--- src/l4m_defs.svh ---
// register offsets, field positions and reset values of the l4 entry matcher
// assumes: included by its bare name; definitions only
`ifndef L4M_DEFS_SVH
`define L4M_DEFS_SVH

// ==========================================================
// register byte offsets
`define L4M_OFF_CTRL      8'h00
`define L4M_OFF_DPORT     8'h04
`define L4M_OFF_FLAGS     8'h08
`define L4M_OFF_TOS       8'h0c
`define L4M_OFF_ICMP      8'h10
`define L4M_OFF_STAT      8'h14
`define L4M_OFF_HITS      8'h18

// ==========================================================
// field positions
`define L4M_CTRL_EN       0
`define L4M_CTRL_DENY     1
`define L4M_CTRL_DP_LSB   2
`define L4M_CTRL_TOS_LSB  4
`define L4M_CTRL_IT_LSB   6
`define L4M_CTRL_IC       8
`define L4M_DP_HI_LSB     16
`define L4M_TOS_PREC_LSB  8
`define L4M_ICMP_CODE_LSB 8
`define L4M_ICMP_IDX_LSB  16
`define L4M_DSCP_LSB      2
`define L4M_PREC_LSB      5

// ==========================================================
// reset values
`define L4M_RST_CTRL      9'h000
`define L4M_RST_DPORT     32'h0000_0000
`define L4M_RST_FLAGS     12'h000
`define L4M_RST_TOS       11'h000
`define L4M_RST_ICMP      20'h0_0000

`endif

--- src/l4m_pkg.sv ---
// mode and criterion encodings of the l4 entry matcher
// assumes: compiled before every module that imports it
package l4m_pkg;
   typedef enum logic [1:0] {L4M_DP_ANY = 2'h0, L4M_DP_SINGLE = 2'h1, L4M_DP_RANGE = 2'h2} l4m_dp_mode_t;
   typedef enum logic [1:0] {L4M_TOS_ANY = 2'h0, L4M_TOS_DSCP = 2'h1, L4M_TOS_PREC = 2'h2} l4m_tos_mode_t;
   typedef enum logic [1:0] {L4M_IT_ANY = 2'h0, L4M_IT_LIST = 2'h1, L4M_IT_NUM = 2'h2} l4m_it_mode_t;
   typedef enum logic [1:0] {L4M_FL_DC = 2'h0, L4M_FL_SET = 2'h1, L4M_FL_UNSET = 2'h2} l4m_flag_crit_t;
endpackage : l4m_pkg

--- src/l4m_entry.sv ---
// ipv4 access_entry layer-4 matcher with apb configuration registers
// assumes: frame fields come from the parser on pclk, valid for one cycle
`timescale 1ns/1ps
`default_nettype none
`include "l4m_defs.svh"

module l4m_entry
   import l4m_pkg::*;
(
   input  wire logic        pclk,
   input  wire logic        presetn,
   input  wire logic        psel,
   input  wire logic        penable,
   input  wire logic        pwrite,
   input  wire logic [7:0]  paddr,
   input  wire logic [31:0] pwdata,
   input  wire logic [3:0]  pstrb,
   output logic             pready,
   output logic [31:0]      prdata,
   output logic             pslverr,
   input  wire logic        frm_valid,
   input  wire logic        frm_is_tcp,
   input  wire logic        frm_is_icmp,
   input  wire logic [15:0] frm_dport,
   input  wire logic [5:0]  frm_tcp_flags,
   input  wire logic [7:0]  frm_tos,
   input  wire logic [7:0]  frm_icmp_type,
   input  wire logic [7:0]  frm_icmp_code,
   output logic             res_valid,
   output logic             res_hit,
   output logic             res_pass,
   output logic             res_drop
);
   // =======================================================
   // declarations
   logic [8:0]  ctrl_r,  ctrl_nxt;
   logic [31:0] dport_r, dport_nxt;
   logic [11:0] flags_r, flags_nxt;
   logic [10:0] tos_r,   tos_nxt;
   logic [19:0] icmp_r,  icmp_nxt;
   logic [31:0] hits_r,  hits_nxt;
   logic [1:0]  stat_r,  stat_nxt;
   logic [31:0] prdata_r, prdata_nxt;
   logic        pslverr_r, pslverr_nxt;
   logic        valid_r, valid_nxt;
   logic        hit_r,   hit_nxt;
   logic        pass_r,  pass_nxt;
   logic        drop_r,  drop_nxt;
   logic        setup, wr_acc, addr_bad, hits_clr;
   logic [31:0] rd_val;
   logic        dp_ok, fl_ok, tos_ok, it_ok, ic_ok;
   logic [8:0]  named;
   logic [1:0]  dp_mode, tos_mode, it_mode;
   logic        deny;

   assign dp_mode  = ctrl_r[`L4M_CTRL_DP_LSB +: 2];
   assign tos_mode = ctrl_r[`L4M_CTRL_TOS_LSB +: 2];
   assign it_mode  = ctrl_r[`L4M_CTRL_IT_LSB +: 2];
   assign deny     = ctrl_r[`L4M_CTRL_DENY];

   // =======================================================
   // helpers
   function automatic logic [31:0] l4m_merge(input logic [31:0] old, input logic [31:0] wd,
                                             input logic [3:0] st);
      logic [31:0] m;
      for (int b = 0; b < 4; b++)
         m[b*8 +: 8] = {8{st[b]}};
      return (old & ~m) | (wd & m);
   endfunction : l4m_merge

   // named icmp message types: {valid, type}
   function automatic logic [8:0] l4m_icmp_named(input logic [3:0] idx);
      case (idx)
         4'h0:    return 9'h100;
         4'h1:    return 9'h103;
         4'h2:    return 9'h104;
         4'h3:    return 9'h105;
         4'h4:    return 9'h108;
         4'h5:    return 9'h109;
         4'h6:    return 9'h10a;
         4'h7:    return 9'h10b;
         4'h8:    return 9'h10c;
         4'h9:    return 9'h10d;
         4'ha:    return 9'h10e;
         4'hb:    return 9'h10f;
         4'hc:    return 9'h110;
         4'hd:    return 9'h111;
         4'he:    return 9'h112;
         default: return 9'h000;
      endcase
   endfunction : l4m_icmp_named

   // =======================================================
   // apb slave
   assign pready  = 1'b1;
   assign prdata  = prdata_r;
   assign pslverr = pslverr_r;

   always_comb
   begin
      setup       = psel & ~penable;
      wr_acc      = psel & penable & pwrite;
      ctrl_nxt    = ctrl_r;
      dport_nxt   = dport_r;
      flags_nxt   = flags_r;
      tos_nxt     = tos_r;
      icmp_nxt    = icmp_r;
      hits_clr    = 1'b0;
      rd_val      = 32'h0000_0000;
      addr_bad    = 1'b0;
      case (paddr)
         `L4M_OFF_CTRL:  rd_val = {23'h00_0000, ctrl_r};
         `L4M_OFF_DPORT: rd_val = dport_r;
         `L4M_OFF_FLAGS: rd_val = {20'h0_0000, flags_r};
         `L4M_OFF_TOS:   rd_val = {21'h00_0000, tos_r};
         `L4M_OFF_ICMP:  rd_val = {12'h000, icmp_r};
         `L4M_OFF_STAT:  rd_val = {30'h0000_0000, stat_r};
         `L4M_OFF_HITS:  rd_val = hits_r;
         default:        addr_bad = 1'b1;
      endcase
      if (wr_acc)
      begin
         case (paddr)
            `L4M_OFF_CTRL:  ctrl_nxt  = 9'(l4m_merge({23'h00_0000, ctrl_r}, pwdata, pstrb));
            `L4M_OFF_DPORT: dport_nxt = l4m_merge(dport_r, pwdata, pstrb);
            `L4M_OFF_FLAGS: flags_nxt = 12'(l4m_merge({20'h0_0000, flags_r}, pwdata, pstrb));
            `L4M_OFF_TOS:   tos_nxt   = 11'(l4m_merge({21'h00_0000, tos_r}, pwdata, pstrb));
            `L4M_OFF_ICMP:  icmp_nxt  = 20'(l4m_merge({12'h000, icmp_r}, pwdata, pstrb));
            `L4M_OFF_HITS:  hits_clr  = 1'b1;
            default:        hits_clr  = 1'b0;
         endcase
      end
      prdata_nxt  = setup ? (pwrite ? 32'h0000_0000 : rd_val) : prdata_r;
      pslverr_nxt = setup ? addr_bad : pslverr_r;
   end

   always_ff @(posedge pclk or negedge presetn)
   begin
      if (!presetn)
      begin
         ctrl_r    <= `L4M_RST_CTRL;
         dport_r   <= `L4M_RST_DPORT;
         flags_r   <= `L4M_RST_FLAGS;
         tos_r     <= `L4M_RST_TOS;
         icmp_r    <= `L4M_RST_ICMP;
         prdata_r  <= 32'h0000_0000;
         pslverr_r <= 1'b0;
      end
      else
      begin
         ctrl_r    <= ctrl_nxt;
         dport_r   <= dport_nxt;
         flags_r   <= flags_nxt;
         tos_r     <= tos_nxt;
         icmp_r    <= icmp_nxt;
         prdata_r  <= prdata_nxt;
         pslverr_r <= pslverr_nxt;
      end
   end

   // =======================================================
   // criteria
   l4m_port_cmp u_dport
   (
      .mode (dp_mode),
      .port (frm_dport),
      .lo   (dport_r[15:0]),
      .hi   (dport_r[`L4M_DP_HI_LSB +: 16]),
      .ok   (dp_ok)
   );

   l4m_flag_match #(.N(6)) u_flags
   (
      .crit   (flags_r),
      .flags  (frm_tcp_flags),
      .is_tcp (frm_is_tcp),
      .ok     (fl_ok)
   );

   always_comb
   begin
      named = l4m_icmp_named(icmp_r[`L4M_ICMP_IDX_LSB +: 4]);
      unique case (tos_mode)
         L4M_TOS_ANY:  tos_ok = 1'b1;
         L4M_TOS_DSCP: tos_ok = (frm_tos[`L4M_DSCP_LSB +: 6] == tos_r[5:0]);
         L4M_TOS_PREC: tos_ok = (frm_tos[`L4M_PREC_LSB +: 3] == tos_r[`L4M_TOS_PREC_LSB +: 3]);
         default:      tos_ok = 1'b0;
      endcase
      // icmp criteria need an icmp frame
      unique case (it_mode)
         L4M_IT_ANY:  it_ok = 1'b1;
         L4M_IT_LIST: it_ok = frm_is_icmp && (named == {1'b1, frm_icmp_type});
         L4M_IT_NUM:  it_ok = frm_is_icmp && (frm_icmp_type == icmp_r[7:0]);
         default:     it_ok = 1'b0;
      endcase
      ic_ok = !ctrl_r[`L4M_CTRL_IC] ||
              (frm_is_icmp && (frm_icmp_code == icmp_r[`L4M_ICMP_CODE_LSB +: 8]));
   end

   // =======================================================
   // verdict and counters
   always_comb
   begin
      valid_nxt = frm_valid;
      hit_nxt   = frm_valid & ctrl_r[`L4M_CTRL_EN] & dp_ok & fl_ok & tos_ok & it_ok & ic_ok;
      pass_nxt  = hit_nxt & ~deny;
      drop_nxt  = hit_nxt & deny;
      stat_nxt  = frm_valid ? {drop_nxt, hit_nxt} : stat_r;
      // a hit in the clearing cycle is added after the clear, so the count restarts at one
      hits_nxt  = (hits_clr ? 32'h0000_0000 : hits_r) + {31'h0000_0000, hit_nxt};
   end

   always_ff @(posedge pclk or negedge presetn)
   begin
      if (!presetn)
      begin
         valid_r <= 1'b0;
         hit_r   <= 1'b0;
         pass_r  <= 1'b0;
         drop_r  <= 1'b0;
         stat_r  <= 2'h0;
         hits_r  <= 32'h0000_0000;
      end
      else
      begin
         valid_r <= valid_nxt;
         hit_r   <= hit_nxt;
         pass_r  <= pass_nxt;
         drop_r  <= drop_nxt;
         stat_r  <= stat_nxt;
         hits_r  <= hits_nxt;
      end
   end

   assign res_valid = valid_r;
   assign res_hit   = hit_r;
   assign res_pass  = pass_r;
   assign res_drop  = drop_r;

   for (genvar i = 0; i < 6; i++)
   begin : g_flag_chk

   end
endmodule : l4m_entry
`default_nettype wire

--- src/l4m_flag_match.sv ---
// three-state tcp flag criteria, one per flag bit
// assumes: flags[0] fin .. flags[5] urg; combinational
`timescale 1ns/1ps
`default_nettype none
module l4m_flag_match
   import l4m_pkg::*;
#(
   parameter int N = 6
)
(
   input  wire logic [2*N-1:0] crit,
   input  wire logic [N-1:0]   flags,
   input  wire logic           is_tcp,
   output logic                ok
);
   logic [N-1:0] bit_ok;

   for (genvar i = 0; i < N; i++)
   begin : g_flag
      assign bit_ok[i] = (crit[2*i +: 2] == L4M_FL_DC) ||
                         (is_tcp && (crit[2*i +: 2] == L4M_FL_SET) && flags[i]) ||
                         (is_tcp && (crit[2*i +: 2] == L4M_FL_UNSET) && !flags[i]);
   end

   assign ok = &bit_ok;
endmodule : l4m_flag_match
`default_nettype wire

--- src/l4m_port_cmp.sv ---
// destination port criterion: any, single value or inclusive range
// assumes: purely combinational, inputs from logic on the same clock
`timescale 1ns/1ps
`default_nettype none
module l4m_port_cmp
   import l4m_pkg::*;
(
   input  wire logic [1:0]  mode,
   input  wire logic [15:0] port,
   input  wire logic [15:0] lo,
   input  wire logic [15:0] hi,
   output logic             ok
);
   always_comb
   begin
      unique case (mode)
         L4M_DP_ANY:    ok = 1'b1;
         L4M_DP_SINGLE: ok = (port == lo);
         L4M_DP_RANGE:  ok = (port >= lo) && (port <= hi);
         default:       ok = 1'b0;
      endcase
   end
endmodule : l4m_port_cmp
`default_nettype wire
--- config.mk ---
export PLATFORM = sky130hd
export DESIGN_NAME = l4m_entry
export DESIGN_NICKNAME = d
export VERILOG_FILES = /design/src/l4m_pkg.sv /design/src/l4m_entry.sv /design/src/l4m_flag_match.sv /design/src/l4m_port_cmp.sv
export VERILOG_INCLUDE_DIRS = /design/src /design/src/src
export SDC_FILE = /design/constraint.sdc
export NUM_CORES = 1
export LEC_CHECK = 0
export BUFFER_PORTS_ARGS = -buffer_cell sky130_fd_sc_hd__buf_2
export CAP_MARGIN = 20
export CORE_MARGIN = 3
export CORE_UTILIZATION = 40
export DETAILED_ROUTE_END_ITERATION = 10
export PLACE_DENSITY = 0.61
export SLEW_MARGIN = 40
export SYNTH_ARGS = -nofsm -noshare
export SYNTH_HDL_FRONTEND = slang
export SYNTH_HIERARCHICAL = 1
export SYNTH_SLANG_ARGS = --single-unit
--- constraint.sdc ---
create_clock -name pclk -period 9.14 [get_ports pclk]
set_input_delay 0.457 -clock pclk [delete_from_list [all_inputs] [get_ports pclk]]
set_output_delay 0.457 -clock pclk [all_outputs]
set_load 0.005 [all_outputs]
==> metrics.txt, run 1 <==
Power Dens Cells=148 nW/µm²; main flop type after synthesis=dfrtp_1; Worst setup SP type=register; largest net degree at the start of global routing=80; xor and xnor fraction of the mapped netlist area=5.68%; Post-CTS Setup Repair Bufs=0; fin crit share=48.5%; grt ovf=0; starting density of the core=41.5%; Iteration-0 DRC Markers=418; Achievable Freq=226 MHz; hold slack=8.49 ps; Mapped Nets=931; Routed wire per std cell=20.5 µm; GPL Wtd Cong=0.830; Simple-Gate Fraction of Synth Area=13.5%; global-route wire length before repair=38700 µm; ys async rst share=100%; crit-path max FO=9; CTS tree=done; CP arrival=4730 ps; max_cap viols=0; CTS sink count=155; worst vdd ir=0.131 mV; Slew headroom=43.3%; Mapped Area=8560 µm²; main combinational cell family by area after synthesis=multiplexers; Via density=5.51; Reg clk slew, reported paths=70 ps; Antenna Cells=0; Slew @ Worst Pin=850 ps; Pleak=4.76 nW; FF-to-FF setup slack=4710 ps; Detail Placement HPWL=18400 µm; Worst Clk Skew=11.7 ps; crit end category=register; Via Count=6620; GRT Total Usage=21.4%; post-synthesis compound-gate area fraction=10.9%; WP data required=9430 ps; mux cell area share after synthesis=15.4%; # rows=52; Hold WC Path Type=primary input to asynchronous set/reset pin; Pre-Repair DR Iteration Count=5; vias in the first global route=6641; EDFF count, synth=0; grt met2 use=34.0%; cts bufs inserted=17; area of the multi-input gates=4360 µm²; H-tree levels=4; area grow syn2layout=16.8%; Die H=152 µm; Tot Pwr=0.00148 W; Place WS=4760 ps; max-slew violation count=0; setup violators final=0; die area=23200 µm²; core area=20600 µm²; Routed Antenna Nets=0; final worst slack=4710 ps; storage element area=3880 µm²; post-CTS sizing=0; Synthesis Warnings=6; Final Hold Viols=0; outcome=finished, final reports clean; Clock Tree Buf Depth=2; final wirelength=24600 µm; TNS Setup=0 ps; CP Class=register to register; Post-Synth Adder-Cell Area=5.41%; met1 Use GR=30.2%; post-synthesis sequential area ratio=45.3%; share of layout cells above drive strength 1=30.7%; gate count after technology mapping=796; post-synthesis cell type count=64; initial antenna violation count=0; drt drc=0; Yosys reg bits=155; minimum clock period=4430 ps; GRT Max-Usage Layer=met2; insertion delay to the later sink of the worst-skew pair=440 ps; Ports=136; count of input and output buffers=132; chip width=152 µm; R2R cell count=17; Post-CTS Hold Fix Bufs=0; GR Util met3=4.12%; Root Buffer=clkbuf_16; Non-Filler Instances=1201; Critical R2R Capture=hits_r[28]; fillers=1944; Mean Syn Cell Area=10.8 µm²; RSZ-0062 raised after global routing=false; post-layout net count=1053; placed insts=1169
==> layout make-up <==
cell class / instances / area share [%]
well taps: 270 / 3.38
repair buffers: 138 / 7.16
clock buffers: 17 / 4.25
multi-input cells: 566 / 43.6
flip-flops and latches: 155 / 38.8
clock inverters: 15 / 1.28
inverters: 40 / 1.50
==> layout by cell type (no fill, tap or decap), types with 9 or more instances in the layout <==
| cell | count |
|---|---|
| a21oi_1 | 28 |
| a22oi_1 | 25 |
| and3_1 | 16 |
| buf_2 | 131 |
| clkbuf_16 | 17 |
| dfrtp_1 | 155 |
| ha_1 | 37 |
| inv_1 | 40 |
| inv_6 | 9 |
| mux2_2 | 93 |
| mux2i_1 | 16 |
| nand2_1 | 55 |
| nand3_1 | 17 |
| nand4_1 | 18 |
| nor2_1 | 46 |
| nor4_1 | 12 |
| o21ai_0 | 28 |
| o21ai_1 | 20 |
| xnor2_1 | 23 |
| xor2_1 | 30 |
==> through the flow <==
| stage | area, µm² | util (%) |
|---|---|---|
| floorplan | 8560 | - |
| global placement | 9440 | 45.8 |
| detailed placement | 9440 | 45.8 |
| CTS | 10000 | 48.5 |
| global route | 10000 | 48.5 |
| finish | 10000 | 48.5 |
==> cells in the mapped netlist, drive strengths merged (18+ instances only) <==
master,n,area (µm²)
o21ai,48,240
buf,20,118
inv,40,150
ha,37,463
nand3,19,120
nor2,47,176
xor2,30,263
nand4,18,113
a21oi,28,140
dfrtp,155,3880
a22oi,25,188
xnor2,23,201
mux2,101,1140
nand2,63,257
==> critical path, stage by stage (launching register included) <==
cell      delay [ps]
dfrtp_1          400
inv_1             90
ha_1             310
and4_1           250
nand2b_1          90
nor3_2           190
nand2_1           80
a221oi_2         400
nand4_1          160
nor2_1           120
o211ai_1         220
nor2_1           360
ha_1             320
ha_1             300
nand3_1          340
nor4_1           440
xnor2_1          160
nor2_1            50
==> how the worst max path moves through the flow <==
stage / from / endpoint / slack (ps) / depth (start not counted)
3_3_place_gp: frm_dport[7] / hits_r[28] / 4720 / 17
6_report: register / hits_r[28] / 4710 / 17
5_1_grt: register / hits_r[28] / 4380 / 17
3_5_place_dp: frm_dport[7] / hits_r[28] / 4760 / 17
4_1_cts: register / hits_r[28] / 4780 / 17
2_1_floorplan: frm_dport[14] / hits_r[28] / 5880 / 16
==> layer usage <==
metal / up-vias / part of all wire, %
li1: 3140 / -
met1: 3249 / 46
met2: 206 / 47
met3: 25 / 5.8
met4: 0 / 1.5
met5: - / 0
==> kinds of logic after synthesis <==
kind of cell | Yosys count
mux | 118
simple gates | 214
xor+xnor | 54
buf+inv | 75
compound gates | 142
other cells | 1
flops | 155
fa+ha+maj | 37
==> report_power, final <==
| part | leakage [nW] | switching (W) | internal [W] |
|---|---|---|---|
| registers | 2.15 | 0.00000427 | 0.000690 |
| clock network | 0.269 | 0.000323 | 0.000357 |
| logic | 2.34 | 0.0000671 | 0.0000394 |
| total | 4.76 | 0.000394 | 0.00109 |
No activity file was read; power rests on OpenSTA's default activity.
==> inputs of run 2 (changes only) <==
==> constraint.sdc (replaced) <==
create_clock -name pclk -period 4.1 [get_ports pclk]
set_input_delay 0.205 -clock pclk [delete_from_list [all_inputs] [get_ports pclk]]
set_output_delay 0.205 -clock pclk [all_outputs]
set_load 0.005 [all_outputs]
==> run 2 against run 1 <==
  * Non-clock buffer count rose by 15
  * Hold slack better by 5.3 ps
  * Combinational power is 130% higher
  * Clock-buffer cell count unchanged
  * Global-route usage decreased by 0.087 points
  * First-iteration DRC count fell by 8.6%
  * Critical path type unchanged
  * Critical endpoint unchanged
==> metrics.txt, run 2 (synthesis results as in run 1) <==
outcome=finished, final reports clean; Clock Tree Buf Depth=2 (unchanged); CP Class=register to register; Reg clk slew, reported paths=60 ps (about the same); fillers=1956 (+0.62%); CTS tree=done; minimum clock period=3730 ps (-702 ps); final core utilization=49.3% (+0.78 points); Via density=5.47 (-0.70%); Final Hold Viols=0 (unchanged); crit end category=register; grt ovf=0 (unchanged); post-layout net count=1068 (+1.4%); Critical R2R Capture=hits_r[28]; count of input and output buffers=132 (unchanged); cts bufs inserted=17 (unchanged); max_cap viols=0 (unchanged); Root Buffer=clkbuf_16; Die H=152 µm (unchanged); Iteration-0 DRC Markers=382 (-8.6%); Slew headroom=46.5% (+3.1 points); Antenna Cells=0 (unchanged); GRT Total Usage=21.3% (-0.087 points); die area=23200 µm² (unchanged); Tot Pwr=0.00333 W (+120%); area grow syn2layout=18.6%; top cell family by delay on the critical path=compound AO/OA/AOI/OAI gates; global-route wire length before repair=38700 µm (about the same); Worst Clk Skew=9.61 ps (-2.14 ps); final wirelength=24400 µm (-0.78%); most common cell after layout, fill and taps aside=dfrtp_1; core area=20600 µm² (unchanged); Worst setup SP type=register; H-tree levels=4 (unchanged); hold slack=13.8 ps (+5.30 ps); Slew @ Worst Pin=800 ps (-50.1 ps); insertion delay to the later sink of the worst-skew pair=430 ps (about the same); WP data required=4390 ps (-5040 ps); Pre-Repair DR Iteration Count=4 (-1); worst hold stages=2; Min-Delay Startpoint=pwdata[22]; Hold WC Path Type=primary input to register; Cell Chain, Critical Path=inv_1 > ha_1 > a21oi_1 > o21ai_0 > a221oi_1 > a31oi_1 > a221oi_2 > nand4_1 > nor2_1 > o211ai_1 > nor2_2 > ha_1 > ha_1 > nand3_1 > buf_4 > nor4_1 > xnor2_1 > nor2_1; DP Area=9500 µm² (+0.56%); initial antenna violation count=0 (unchanged); slowest cell on the critical path=dfrtp_1; Final Instance Area=10200 µm² (+1.6%); Ports=136 (unchanged); fin crit share=91.0% (+42 points); worst vdd ir=0.270 mV (+110%); Via Count=6650 (+0.45%); setup violators final=0 (unchanged); largest stage delay on the critical path=440 ps (about the same); FF-to-FF setup slack=370 ps (-4340 ps); GPL Wtd Cong=0.858 (+3.4%); largest net degree at the start of global routing=108 (+35%); drt drc=0 (unchanged); CTS sink count=155 (unchanged); crit-path max FO=9 (unchanged); cell mode on critical path=ha_1; R2R cell count=18 (+1); vias in the first global route=6799 (+2.4%); Routed Antenna Nets=0 (unchanged); Routed wire per std cell=20.1 µm (-1.9%); CP arrival=4020 ps (-710 ps); worst path bufs/invs=2 (+1); Detail Placement HPWL=18600 µm (+1.1%); Pleak=4.83 nW (+1.5%); # rows=52 (unchanged); share of layout cells above drive strength 1=31.0% (+0.29 points); chip width=152 µm (unchanged); Achievable Freq=268 MHz (+19%); starting density of the core=41.5% (unchanged); Power Dens Cells=327 nW/µm² (+120%); max-slew violation count=0 (unchanged); leading cell types in the layout, fill and taps excluded=155 x dfrtp_1, 131 x buf_2, 93 x mux2_2, 55 x nand2_1, 46 x nor2_1
run 2: cell count changes in the layout (fill, tap and decap cells not counted):
cell           previous run  this run
buf_4                     5        13
dlygate4sd3_1             0         7
inv_6                     9         5
buf_6                     2         0
clkinvlp_4                2         4
buf_16                    0         1
buf_8                     0         1
bufinv_16                 0         1
run 2: how the worst max path moves through the flow:
stage / startpoint / slack [ps] / depth (start not counted) / endpoint
3_5_place_dp: register / 350 / 18 / hits_r[28]
6_report: register / 370 / 18 / hits_r[28]
4_1_cts: register / 340 / 18 / hits_r[28]
2_1_floorplan: register / 920 / 17 / hits_r[28]
5_1_grt: register / -20 / 18 / hits_r[28]
3_3_place_gp: register / 420 / 18 / hits_r[20]
run 2: power breakdown:
part	total, W	internal, W	switching, W
sequential	0.00155	0.00154	0.00000950
combinational	0.000247	0.0000957	0.000151
clock	0.00153	0.000845	0.000685
total	0.00333	0.00248	0.000846
run 2: through the flow:
| step | cells | TNS [ps] | worst slack (ps) |
|---|---|---|---|
| 5_1_grt | 1215 | -25.9 | -22.2 |
| 4_1_cts | 1214 | 0 | 343 |
| 2_1_floorplan | 796 | 0 | 922 |
| 3_3_place_gp | 1176 | 0 | 424 |
| 6_report | 1215 | 0 | 370 |
| 3_5_place_dp | 1176 | 0 | 352 |
run 2: per-layer routing:
metal | wire length [µm] | share of wire [%] | up-vias | track usage [%]
li1 | - | - | 3157 | -
met1 | 11600 | 47 | 3260 | 30.0
met2 | 11400 | 47 | 197 | 34.0
met3 | 1040 | 4.3 | 36 | 4.17
met4 | 397 | 1.6 | 0 | 5.22
met5 | 0 | 0 | - | 0
run 2: cell type report:
cell class	instances	area, µm²	area share [%]
Clock buffer	17	425	4.19
Clock inverter	14	138	1.35
Inverter	40	150	1.48
Multi-Input combinational cell	566	4360	42.9
Sequential cell	155	3880	38.2
Tap cell	270	338	3.33
Timing Repair Buffer	153	866	8.52
run 2: timing repair:
action,4_1_cts,5_1_grt
buffers inserted,0,0
resized for setup,0,1
endpoints found under the hold margin,111,0
setup endpoints to repair,0,6
hold buffers,7,0
run 2: worst register-to-register path: cells and delay by family, from the launching register on:
kind / cells / cell delay [ps]
buffers and inverters: 2 / 250
xor gates and xnor gates: 1 / 160
DFF: 1 / 440
AOI/OAI and AO/OA: 6 / 1090
adders and majority gates: 3 / 770
and+or+nand+nor: 6 / 870
